## config.mk

```make
export PLATFORM = sky130hd
export DESIGN_NAME = cie_unit
export DESIGN_NICKNAME = d
export VERILOG_FILES = /design/src/cie_pkg.sv /design/src/cie_unit.sv /design/src/cie_summary.sv /design/src/cie_code_enc.sv
export SDC_FILE = /design/constraint.sdc
export NUM_CORES = 1
export LEC_CHECK = 0
export BUFFER_PORTS_ARGS = -buffer_cell sky130_fd_sc_hd__buf_2
export CAP_MARGIN = 20
export CORE_AREA = 2 2 224 226
export DETAILED_ROUTE_END_ITERATION = 12
export DIE_AREA = 0 0 226 228
export PLACE_DENSITY = 0.39
export SYNTH_ARGS = -nofsm -noshare
export SYNTH_HDL_FRONTEND = slang
export SYNTH_SLANG_ARGS = --single-unit
export TNS_END_PERCENT = 30
```

## constraint.sdc

```tcl
create_clock -name clk -period 3.8 [get_ports clk]
set_input_delay 0.76 -clock clk [delete_from_list [all_inputs] [get_ports clk]]
set_output_delay 0.76 -clock clk [all_outputs]
set_load 0.005 [all_outputs]
```

## src/cie_pkg.sv

```systemverilog
// Constants, types and helpers shared by the interrupt flag and enable unit.
package cie_pkg;

    ////////////////////////////////////////////////////////////////////////////////
    // Sizes.
    localparam int unsigned NUM_FIFO = 32;
    localparam int unsigned FLAGS_PER_FIFO = 3;
    localparam int unsigned MODE_W = 3;

    ////////////////////////////////////////////////////////////////////////////////
    // Register index values on reg_idx.
    localparam logic [2:0] IDX_INT = 3'h0;
    localparam logic [2:0] IDX_RXSUM = 3'h1;
    localparam logic [2:0] IDX_OVSUM = 3'h2;
    localparam logic [2:0] IDX_TXSUM = 3'h3;
    localparam logic [2:0] IDX_ATSUM = 3'h4;
    localparam logic [2:0] IDX_CODE = 3'h5;

    ////////////////////////////////////////////////////////////////////////////////
    // Flag positions in the enable and flag register; each enable sits EN_OFS above.
    localparam int unsigned EN_OFS = 16;
    localparam int unsigned F_BADMSG = 15;
    localparam int unsigned F_WAKE = 14;
    localparam int unsigned F_BUSERR = 13;
    localparam int unsigned F_SYSERR = 12;
    localparam int unsigned F_RXOV = 11;
    localparam int unsigned F_TXAT = 10;
    localparam int unsigned F_CRC = 9;
    localparam int unsigned F_ECC = 8;
    localparam int unsigned F_TEF = 4;
    localparam int unsigned F_MODE = 3;
    localparam int unsigned F_TBC = 2;
    localparam int unsigned F_RX = 1;
    localparam int unsigned F_TX = 0;
    localparam logic [31:0] EN_MASK = 32'hff1f0000;
    localparam logic [31:0] STICKY_MASK = 32'h0000f00c;
    localparam logic [31:0] INT_RESET = 32'h00000000;
    localparam logic [31:0] FIFO_SUM_MASK = 32'hfffffffe;
    localparam logic [31:0] TBC_MAX = 32'hffffffff;

    ////////////////////////////////////////////////////////////////////////////////
    // Interrupt code register layout and codes.
    localparam int unsigned RXCODE_LSB = 24;
    localparam int unsigned TXCODE_LSB = 16;
    localparam int unsigned FILHIT_LSB = 8;
    localparam int unsigned ICODE_LSB = 0;
    localparam logic [6:0] C_NONE = 7'h40;
    localparam logic [6:0] C_BUSERR = 7'h41;
    localparam logic [6:0] C_WAKE = 7'h42;
    localparam logic [6:0] C_RXOV = 7'h43;
    localparam logic [6:0] C_ADDR = 7'h44;
    localparam logic [6:0] C_MAB = 7'h45;
    localparam logic [6:0] C_TBC = 7'h46;
    localparam logic [6:0] C_MODE = 7'h47;
    localparam logic [6:0] C_BADMSG = 7'h48;
    localparam logic [6:0] C_TEF = 7'h49;
    localparam logic [6:0] C_TXAT = 7'h4a;
    localparam logic [31:0] CODE_RESET = 32'h40400040;

    typedef struct packed {
        logic [31:0] int_reg;
        logic serr_mab;
        logic [MODE_W-1:0] mode_prev;
        logic mode_seen;
        logic tbc_at_max;
        logic [31:0] rdata;
        logic irq;
    } cie_state_t;

    // Returns {valid, index of the highest set bit}.
    function automatic logic [5:0] cie_top_index(input logic [31:0] v);
        logic [5:0] r;
        r = 6'h00;
        for (int i = 0; i < 32; i++) begin
            if (v[i]) begin
                r = {1'b1, 5'(i)};
            end
        end
        return r;
    endfunction : cie_top_index

    // Expands four byte enables to a 32-bit lane mask.
    function automatic logic [31:0] cie_lane_mask(input logic [3:0] be);
        return {{8{be[3]}}, {8{be[2]}}, {8{be[1]}}, {8{be[0]}}};
    endfunction : cie_lane_mask

endpackage : cie_pkg

```

## src/cie_unit.sv

```systemverilog
// Interrupt flag and enable unit: enables, sticky flags, summaries and request.
//
// Contract
// - Enable bits read/write, zero after reset.
// - Hardware sets sticky flags; only host clears.
// - System error sets flag at bit 12.
// - Bit 11 shows any receive FIFO overflow except FIFO 0.
// - Bit 10 transmit attempt flag is read-only.
// - Bits 9 and 8 CRC, ECC read-only.
// - Bit 4 shows transmit event FIFO pending.
// - Mode field change sets bit 3.
// - Time base wrap sets bit 2.
// - Bit 1 shows any receive FIFO pending except FIFO 0.
// - Bit 0 shows any transmit FIFO pending.
// - Receive summary bit ORs enabled FIFO flags.
// - Summary self-clears; host writes ignored.
// - Overflow summary, one read-only bit per FIFO.
// - Reserved bits and the FIFO 0 bits of the receive and overflow summaries read zero.
// - Code names highest-numbered pending source.
// - Transmit summary ORs enabled flags, bit 0 queue.
`timescale 1ns/10ps
module cie_unit
    import cie_pkg::*;
(
    input wire logic clk,
    input wire logic srst,
    input wire logic [2:0] reg_idx,
    input wire logic reg_wr,
    input wire logic reg_rd,
    input wire logic [3:0] reg_be,
    input wire logic [31:0] reg_wdata,
    output logic [31:0] reg_rdata,
    input wire logic bad_message_evt,
    input wire logic wake_evt,
    input wire logic bus_error_evt,
    input wire logic serr_mab_evt,
    input wire logic serr_addr_evt,
    input wire logic [MODE_W-1:0] operating_mode_field,
    input wire logic [31:0] timebase_counter,
    input wire logic [NUM_FIFO*FLAGS_PER_FIFO-1:0] rx_fifo_flags,
    input wire logic [NUM_FIFO*FLAGS_PER_FIFO-1:0] rx_fifo_enables,
    input wire logic [NUM_FIFO*FLAGS_PER_FIFO-1:0] tx_fifo_flags,
    input wire logic [NUM_FIFO*FLAGS_PER_FIFO-1:0] tx_fifo_enables,
    input wire logic [NUM_FIFO-1:0] rx_ovf_pending,
    input wire logic [NUM_FIFO-1:0] tx_attempt_pending,
    input wire logic tx_event_fifo_pending,
    input wire logic serial_crc_pending,
    input wire logic memory_ecc_pending,
    input wire logic [4:0] filter_hit,
    output logic irq
);

    ////////////////////////////////////////////////////////////////////////////////
    // Summaries of the per-FIFO conditions.

    cie_state_t s_q;
    cie_state_t s_d;
    logic [31:0] rx_raw;
    logic [31:0] tx_sum;
    logic [31:0] rx_sum;
    logic [31:0] ov_sum;
    logic [31:0] at_sum;
    logic [31:0] int_view;
    logic [31:0] code_word;

    cie_summary u_rx_sum (
        .flags(rx_fifo_flags),
        .enables(rx_fifo_enables),
        .pending(rx_raw)
    );

    cie_summary u_tx_sum (
        .flags(tx_fifo_flags),
        .enables(tx_fifo_enables),
        .pending(tx_sum)
    );

    // Summaries are pure wires of the FIFO state, so they drop on their own.
    assign rx_sum = rx_raw & FIFO_SUM_MASK;
    // Overflow bits are cleared only at the FIFO; nothing here can clear them.
    assign ov_sum = rx_ovf_pending & FIFO_SUM_MASK;
    assign at_sum = tx_attempt_pending;

    ////////////////////////////////////////////////////////////////////////////////
    // Read view of the enable and flag register.

    always_comb begin
        int_view = s_q.int_reg & (EN_MASK | STICKY_MASK);
        int_view[F_RXOV] = |ov_sum;
        int_view[F_TXAT] = |at_sum;
        int_view[F_CRC] = serial_crc_pending;
        int_view[F_ECC] = memory_ecc_pending;
        int_view[F_TEF] = tx_event_fifo_pending;
        int_view[F_RX] = |rx_sum;
        int_view[F_TX] = |tx_sum;
    end

    cie_code_enc u_code (
        .int_view(int_view),
        .serr_mab(s_q.serr_mab),
        .rx_sum(rx_sum),
        .tx_sum(tx_sum),
        .filter_hit(filter_hit),
        .code_word(code_word)
    );

    ////////////////////////////////////////////////////////////////////////////////
    // Next state.

    always_comb begin
        logic [31:0] lanes;
        logic [31:0] clr;
        logic [31:0] set;
        logic wr_int;
        lanes = cie_lane_mask(reg_be);
        wr_int = reg_wr && (reg_idx == IDX_INT);
        clr = '0;
        set = '0;
        s_d = s_q;

        // Enables take written data in their enabled lanes.
        if (wr_int) begin
            s_d.int_reg = (s_q.int_reg & ~(EN_MASK & lanes))
                        | (reg_wdata & EN_MASK & lanes);
        end

        // Writing zero to a sticky flag clears it; writing one leaves it alone.
        if (wr_int) begin
            clr = ~reg_wdata & STICKY_MASK & lanes;
        end
        s_d.int_reg = s_d.int_reg & ~clr;

        // Hardware events; set is applied after clear so a same-cycle event wins.
        set[F_BADMSG] = bad_message_evt;
        set[F_WAKE] = wake_evt;
        set[F_BUSERR] = bus_error_evt;
        set[F_SYSERR] = serr_mab_evt | serr_addr_evt;
        // The first cycle after reset only learns the mode, so reset is no change.
        set[F_MODE] = s_q.mode_seen
                    && (operating_mode_field != s_q.mode_prev);
        set[F_TBC] = s_q.tbc_at_max && (timebase_counter == '0);
        s_d.int_reg = s_d.int_reg | set;

        if (serr_mab_evt) begin
            s_d.serr_mab = 1'b1;
        end else if (serr_addr_evt) begin
            s_d.serr_mab = 1'b0;
        end
        s_d.mode_prev = operating_mode_field;
        s_d.mode_seen = 1'b1;
        s_d.tbc_at_max = (timebase_counter == TBC_MAX);

        // Read data is captured on the read strobe and held until the next read.
        if (reg_rd) begin
            unique case (reg_idx)
                IDX_INT: s_d.rdata = int_view;
                IDX_RXSUM: s_d.rdata = rx_sum;
                IDX_OVSUM: s_d.rdata = ov_sum;
                IDX_TXSUM: s_d.rdata = tx_sum;
                IDX_ATSUM: s_d.rdata = at_sum;
                IDX_CODE: s_d.rdata = code_word;
                default: s_d.rdata = '0;
            endcase
        end

        // Each flag lines up with its enable EN_OFS bits higher.
        s_d.irq = |(int_view[15:0] & s_q.int_reg[31:16]);
    end

    ////////////////////////////////////////////////////////////////////////////////
    // State register.

    always_ff @(posedge clk) begin
        if (srst) begin
            s_q <= '{int_reg: INT_RESET, serr_mab: 1'b0, mode_prev: '0, mode_seen: 1'b0,
                     tbc_at_max: 1'b0, rdata: '0, irq: 1'b0};
        end else begin
            s_q <= s_d;
        end
    end

    assign reg_rdata = s_q.rdata;
    assign irq = s_q.irq;

endmodule : cie_unit

```

## src/cie_summary.sv

```systemverilog
// Per-FIFO OR of enabled interrupt flags into one pending bit per FIFO.
`timescale 1ns/10ps
module cie_summary
    import cie_pkg::*;
(
    input wire logic [NUM_FIFO*FLAGS_PER_FIFO-1:0] flags,
    input wire logic [NUM_FIFO*FLAGS_PER_FIFO-1:0] enables,
    output logic [NUM_FIFO-1:0] pending
);

    always_comb begin
        pending = '0;
        for (int f = 0; f < NUM_FIFO; f++) begin
            pending[f] = |(flags[f*FLAGS_PER_FIFO +: FLAGS_PER_FIFO]
                        & enables[f*FLAGS_PER_FIFO +: FLAGS_PER_FIFO]);
        end
    end

endmodule : cie_summary

```

## src/cie_code_enc.sv

```systemverilog
// Interrupt code encoder: picks the highest-numbered pending source.
`timescale 1ns/10ps
module cie_code_enc
    import cie_pkg::*;
(
    input wire logic [31:0] int_view,
    input wire logic serr_mab,
    input wire logic [31:0] rx_sum,
    input wire logic [31:0] tx_sum,
    input wire logic [4:0] filter_hit,
    output logic [31:0] code_word
);

    logic [15:0] act;
    logic [5:0] rx_top;
    logic [5:0] tx_top;
    logic [5:0] any_top;
    logic [6:0] rxcode;
    logic [6:0] txcode;
    logic [6:0] icode;

    always_comb begin
        act = int_view[15:0] & int_view[31:16];
        rx_top = cie_top_index(rx_sum & FIFO_SUM_MASK);
        tx_top = cie_top_index(tx_sum);
        any_top = cie_top_index((rx_sum & FIFO_SUM_MASK) | tx_sum);
        rxcode = rx_top[5] ? {2'b00, rx_top[4:0]} : C_NONE;
        txcode = tx_top[5] ? {2'b00, tx_top[4:0]} : C_NONE;
        // A system error carries one flag, so the last cause seen picks its code; MAB wins when both come in one cycle.
        if (act[F_TXAT]) begin
            icode = C_TXAT;
        end else if (act[F_TEF]) begin
            icode = C_TEF;
        end else if (act[F_BADMSG]) begin
            icode = C_BADMSG;
        end else if (act[F_MODE]) begin
            icode = C_MODE;
        end else if (act[F_TBC]) begin
            icode = C_TBC;
        end else if (act[F_SYSERR]) begin
            icode = serr_mab ? C_MAB : C_ADDR;
        end else if (act[F_RXOV]) begin
            icode = C_RXOV;
        end else if (act[F_WAKE]) begin
            icode = C_WAKE;
        end else if (act[F_BUSERR]) begin
            icode = C_BUSERR;
        end else if (any_top[5]) begin
            icode = {2'b00, any_top[4:0]};
        end else begin
            icode = C_NONE;
        end
        code_word = '0;
        code_word[RXCODE_LSB +: 7] = rxcode;
        code_word[TXCODE_LSB +: 7] = txcode;
        code_word[FILHIT_LSB +: 5] = filter_hit;
        code_word[ICODE_LSB +: 7] = icode;
    end

endmodule : cie_code_enc

```

==> results.cfg, run 1 <==
[run_status]
outcome = finished clean

[synth]
synth_enable_flop_cells = 0
yosys_most_used_dff = sky130_fd_sc_hd__dfxtp_1
postSynthCellCount = 819
synth_seq_area_share_pct = 19.9
synth.avg_cell_area_sq_um = 7.13
synthesis.yosys.warnings = 0
synth_area_sq_um = 5840
synth-seq-cells = 58
post_synthesis_net_count = 1358
synth-async-reset-ratio_pct = 0
synth.distinct_cells = 57

[cts]
clk_latency_ps = 340
cts_hold_repair.buffers = 0
cts_max_path_buffers = 2
clk_root_buffer_cell = sky130_fd_sc_hd__clkbuf_16
cts.sinks = 58
cts.repair.resized = 0
clock_pin_slew_reported_for_the_worst_setup_and_hold_paths_after_clock_tree_synthesis_ps = 60
cts_buffers = 9
cts_htree_levels = 3
cts_tree = done
post_cts_buffers = 0

[placed_design]
place_congestion = 0.871
place.detailed.hpwl_mm = 40.3
buffer_ports.inserted = 551

[sta]
grt_setup_unrepaired = false
setup-tns-final_ps = 0
timing_max_transition_violations_final = 0
fmaxAchievable_ghz = 0.302
max_slew_margin_pct = 38.9
final_min_period_over_clock_period_pct = 87.0
post-route-min-period_ps = 3310
final_hold_violating_endpoints = 0
skew_ps = 7.00
report.final.setup_viol = 0
tightest_slew_ps = 916

[route]
dr_total_vias = 9313
route.detailed.wl_per_inst_microns = 21.9
dr.pass1.iters = 5
first_iter_violations = 649
mean_number_of_vias_per_cell = 4.46
drt-total-wl_mm = 45.8
remaining_drc_errors = 0
route.antenna.remaining_nets = 0

[cells_and_area]
fin_util_pct = 20.4
signed_area_change_from_the_synthesized_netlist_to_the_final_layout_pct = 71.9
final_layout_size_suffix_gt1_share_pct = 48.8
nets_final = 1939

[floorplanning]
floorplan.die_area_sq_um = 51500
initial_utilization_pct = 11.8
num_io_pins = 572
die_h_microns = 228
chipWidth_microns = 226
num_rows = 82
fp.coreArea_sq_um = 49300

[power]
internal_dissipation_w = 0.00154
vdd_ir_drop_max_v = 0.000181
leakage_nw = 4.61
relative_contribution_of_the_clock_network_to_total_power_pct = 32.2
power_frac_comb_pct = 40.3
switching_share_pct = 35.6
power_switching_w = 0.000852
powerDensity_nw_per_um2 = 238
power.share.sequential_pct = 27.5
post-layout-total-power_w = 0.00239

[run]
maxCapViolCount = 0

[setup_path]
path_max_fanout = 3
cp-start-kind = input pin
worstSetupEndpointType = flop
timing.critical_path.arrival_ps = 3480
timing.setup.critical_path_class = input pin to flop
critPathRequiredTime_ps = 3980

[global_route]
grt_use_total_pct = 16.9
first_global_vias = 9538
grt_pass1_wl_mm = 62.9
grt_remaining_overflow = 0
antenna_found_initial = 21
grt_start_max_net_pins = 43

[min_path]
hold_path_class = flop to flop
==> cells by family (layout without fill, tap and decap cells) <==
logic type             count (synthesis)  in the layout  share of synthesized area [%]
XOR/XNOR                               3              3                          0.450
AND/OR/NAND/NOR                      326            326                           28.3
other                                  0             11                              0
AO/OA/AOI/OAI                        295            295                           35.2
flip-flops                            58             58                           19.9
buffers and inverters                 93            679                           8.03
multiplexers                          44             44                           8.12
==> layout by cell type, fill, tap and decap left out, drive strengths merged, types with 5 or more instances in the layout <==
master	instances
o22ai	14
nor3	19
a31o	5
a31oi	7
a32o	6
nor2	62
a21oi	91
a222oi	64
nor4	25
diode	11
o221ai	8
mux2i	26
nand3	30
dfxtp	58
mux2	17
and3	7
inv	20
nand2	92
nand4	34
nand2b	9
buf	643
o21ai	49
or4	5
a22oi	7
nor2b	22
a211oi	9
and4	8
o211ai	10
clkbuf	11
==> final timing paths <==
path	depth (start not counted)	to	slack, ps	start
max	9	irq$_SDFF_PP0_	490	rx_ovf_pending[22]
min	2	reg_rdata[22]$_SDFFE_PP0P_	450	reg_rdata[22]$_SDFFE_PP0P_
max reg2reg	5	irq$_SDFF_PP0_	1840	flop
min reg2reg	2	reg_rdata[22]$_SDFFE_PP0P_	450	reg_rdata[22]$_SDFFE_PP0P_
==> layer usage <==
metal	routed length (microns)	track usage, %	part of all wire [%]	vias up
met1	19100	19.9	42	4390
li1	-	-	-	4415
met4	902	4.72	2.0	12
met5	78	0	0.17	-
met2	22800	30.8	50	441
met3	2850	3.31	6.2	55
==> area by class of cell <==
type,count,area [sq um]
antenna,11,27.5
multi-input combinational,668,4220
tap,672,841
inverter,20,75.1
timing repair buffer,643,3450
clock inverter,5,30.0
clock buffer,11,243
sequential,58,1160
fill,5655,39300
==> Yosys cell counts (all sizes together) (20+ instances only) <==
master / count / area share, %
nand4: 34 / 3.7
inv: 20 / 1.3
a222oi: 64 / 11
nor4: 25 / 2.7
o21ai: 49 / 4.2
nand2: 92 / 5.9
dfxtp: 58 / 20
nor2: 62 / 4.0
a21oi: 91 / 7.8
nand3: 30 / 2.6
clkbuf: 32 / 2.1
nor2b: 22 / 2.4
buf: 41 / 4.7
mux2i: 26 / 4.5
==> power by group through the flow <==
| stage | registers, W | clock network, W | logic (W) |
|---|---|---|---|
| after floorplan | 0.000662 | 0 | 0.000378 |
| after global placement | 0.000670 | 0 | 0.000965 |
| after detailed placement | 0.000670 | 0 | 0.000971 |
| after CTS | 0.000657 | 0.000792 | 0.000975 |
| after global routing | 0.000660 | 0.000815 | 0.00105 |
| final | 0.000657 | 0.000771 | 0.000963 |
==> worst max-delay path, cell delays in order <==
cell	delay (ps)
sky130_fd_sc_hd__buf_2	120
sky130_fd_sc_hd__nor4_1	540
sky130_fd_sc_hd__buf_4	200
sky130_fd_sc_hd__nand4_1	230
sky130_fd_sc_hd__o21ai_0	390
sky130_fd_sc_hd__nand2_1	150
sky130_fd_sc_hd__or4_1	640
sky130_fd_sc_hd__a21oi_1	270
sky130_fd_sc_hd__a21oi_1	160
==> stage by stage <==
step           instance area, sq um  hold WS (ps)  instances  setup slack (ps)
3_3_place_gp                   9740           444       2061               112
6_report                      10000           451       2088               493
2_1_floorplan                  5840           426        819               265
4_1_cts                       10000           457       2077               487
5_1_grt                       10000           477       2085               386
3_5_place_dp                   9740           444       2061               146
Power figures use the tool's default switching activity.
==> run 2, diff against run 1 <==
CELL_PAD_IN_SITES_DETAIL_PLACEMENT = 0   (was unset)
CELL_PAD_IN_SITES_GLOBAL_PLACEMENT = 1   (was unset)
PLACE_DENSITY = 0.53   (was 0.39)
==> results.cfg, run 2 (synthesis gave the netlist of run 1 again) <==
[cells_and_area]
signed_area_change_from_the_synthesized_netlist_to_the_final_layout_pct = 72.8
final_layout_size_suffix_gt1_share_pct = 48.8
nets_final = 1936
most_used_cells_in_the_layout_excluding_fill_and_tap_cells = sky130_fd_sc_hd__buf_2, sky130_fd_sc_hd__nand2_1, sky130_fd_sc_hd__a21oi_1, sky130_fd_sc_hd__buf_4, sky130_fd_sc_hd__a222oi_1
fin_util_pct = 20.5
layout.cell_area.non_filler_sq_um = 10100
layout.cells.most_common = sky130_fd_sc_hd__buf_2

[power]
power_switching_w = 0.000871
internal_dissipation_w = 0.00166
leakage_nw = 4.62
vdd_ir_drop_max_v = 0.000195
power.share.sequential_pct = 26.0
power_frac_comb_pct = 37.7
switching_share_pct = 34.4
relative_contribution_of_the_clock_network_to_total_power_pct = 36.3
powerDensity_nw_per_um2 = 251

[cts]
cts.repair.resized = 0
clock_pin_slew_reported_for_the_worst_setup_and_hold_paths_after_clock_tree_synthesis_ps = 60
cts_hold_repair.buffers = 0
cts_tree = done
cts_max_path_buffers = 2
clk_latency_ps = 350
cts.sinks = 58
cts_htree_levels = 3
clk_root_buffer_cell = sky130_fd_sc_hd__clkbuf_16
post_cts_buffers = 0
cts_buffers = 9

[route]
dr.pass1.iters = 5
route.antenna.remaining_nets = 0
drt-total-wl_mm = 46.6
route.detailed.wl_per_inst_microns = 22.3
first_iter_violations = 867
remaining_drc_errors = 0
dr_total_vias = 9379
mean_number_of_vias_per_cell = 4.48

[sta]
post-route-min-period_ps = 3270
tightest_slew_ps = 713
final_min_period_over_clock_period_pct = 86.1
final_hold_violating_endpoints = 0
timing_max_transition_violations_final = 0
skew_ps = 14.4
fmaxAchievable_ghz = 0.305
report.final.setup_viol = 0
grt_setup_unrepaired = false
setup-tns-final_ps = 0
max_slew_margin_pct = 52.5

[global_route]
first_global_vias = 9408
grt_start_max_net_pins = 44
antenna_found_initial = 38
grt_remaining_overflow = 0
grt_pass1_wl_mm = 63.6
grt_use_total_pct = 17.3

[floorplanning]
floorplan.die_area_sq_um = 51500
fp.coreArea_sq_um = 49300
num_io_pins = 572
initial_utilization_pct = 11.8
num_rows = 82
chipWidth_microns = 226
die_h_microns = 228

[placed_design]
dpl-instance-area_sq_um = 9720
place_congestion = 0.858
buffer_ports.inserted = 551
place.detailed.hpwl_mm = 40.7

[setup_path]
worstSetupEndpointType = flop
slowest_stage = sky130_fd_sc_hd__or4b_4
timing.setup.critical_path_class = input pin to flop
cp.buffers_inverters = 2
path_max_fanout = 7
critPathTopFamily = simple AND/OR/NAND/NOR gates
rrSetupSlack_ps = 1890
critPathRequiredTime_ps = 4030
cp_cell_sequence = buf_2, a222oi_1, buf_4, nand4_1, or4b_4, or2_4, mux4_2, a32o_1, a211o_1
cp-start-kind = input pin
timing.critical_path.slowest_cell_delay_ps = 550
timing.critical_path.arrival_ps = 3510

[run_status]
outcome = finished clean

[min_path]
hold_path_class = flop to flop

[run]
maxCapViolCount = 0
-- run 2: changes by cell type in the layout (fill, tap and decap cells not counted) --
cell	delta
sky130_fd_sc_hd__clkinv_2	-3
sky130_fd_sc_hd__clkbuf_1	-1
sky130_fd_sc_hd__clkbuf_8	-1
sky130_fd_sc_hd__clkinv_4	+3
sky130_fd_sc_hd__bufinv_16	+2
sky130_fd_sc_hd__inv_6	+1
sky130_fd_sc_hd__diode_2	+8
sky130_fd_sc_hd__clkinvlp_4	-1
sky130_fd_sc_hd__buf_4	-3
-- run 2: per-stage QoR --
stage               total power [W]  cells  setup WS, ps  hold WS, ps
finish                      0.00253   2093           527          461
floorplan                   0.00104    819           265          426
global placement            0.00163   2058           142          449
detailed placement          0.00164   2058           143          455
global route                0.00268   2084           341          497
CTS                         0.00257   2074           508          469
-- run 2: per-layer routing --
metal	routed length [microns]	global-route usage, %	share of wire (%)	up-vias
li1	-	-	-	4451
met4	1470	5.42	3.2	26
met3	3930	4.89	8.4	80
met1	18000	19.3	39	4346
met5	170	0	0.36	-
met2	23100	31.5	49	476
-- run 2: final timing paths --
path	start	to	cells after the start
max	rx_fifo_flags[78]	reg_rdata[1]$_SDFFE_PP0P_	9
min	s_q[34]$_DFF_P_	int_view[3]$_SDFF_PP0_	2
max reg2reg	flop	irq$_SDFF_PP0_	5
min reg2reg	s_q[34]$_DFF_P_	int_view[3]$_SDFF_PP0_	2
-- run 2: power groups by stage --
stage                     Clock, W  Combinational (W)  Sequential [W]
after floorplan                  0           0.000378        0.000662
after global placement           0           0.000958        0.000671
after detailed placement         0           0.000964        0.000672
after CTS                 0.000945           0.000968        0.000659
after global routing      0.000971            0.00104        0.000662
final                     0.000920           0.000957        0.000658
-- run 2: final cells by class --
| class | instances | area, sq um |
|---|---|---|
| inverters | 20 | 75.1 |
| multi-input cells | 668 | 4220 |
| repair buffers | 640 | 3430 |
| clock buffers | 9 | 225 |
| well taps | 672 | 841 |
| flip-flops and latches | 58 | 1160 |
| diodes | 19 | 47.5 |
| clock inverters | 7 | 103 |
| fillers | 5690 | 39300 |
-- run 2: tightest hold or removal path, stage by stage (launching register included) --
cell	delay, ps
sky130_fd_sc_hd__dfxtp_1	300
sky130_fd_sc_hd__o31ai_1	60
sky130_fd_sc_hd__a21oi_1	60
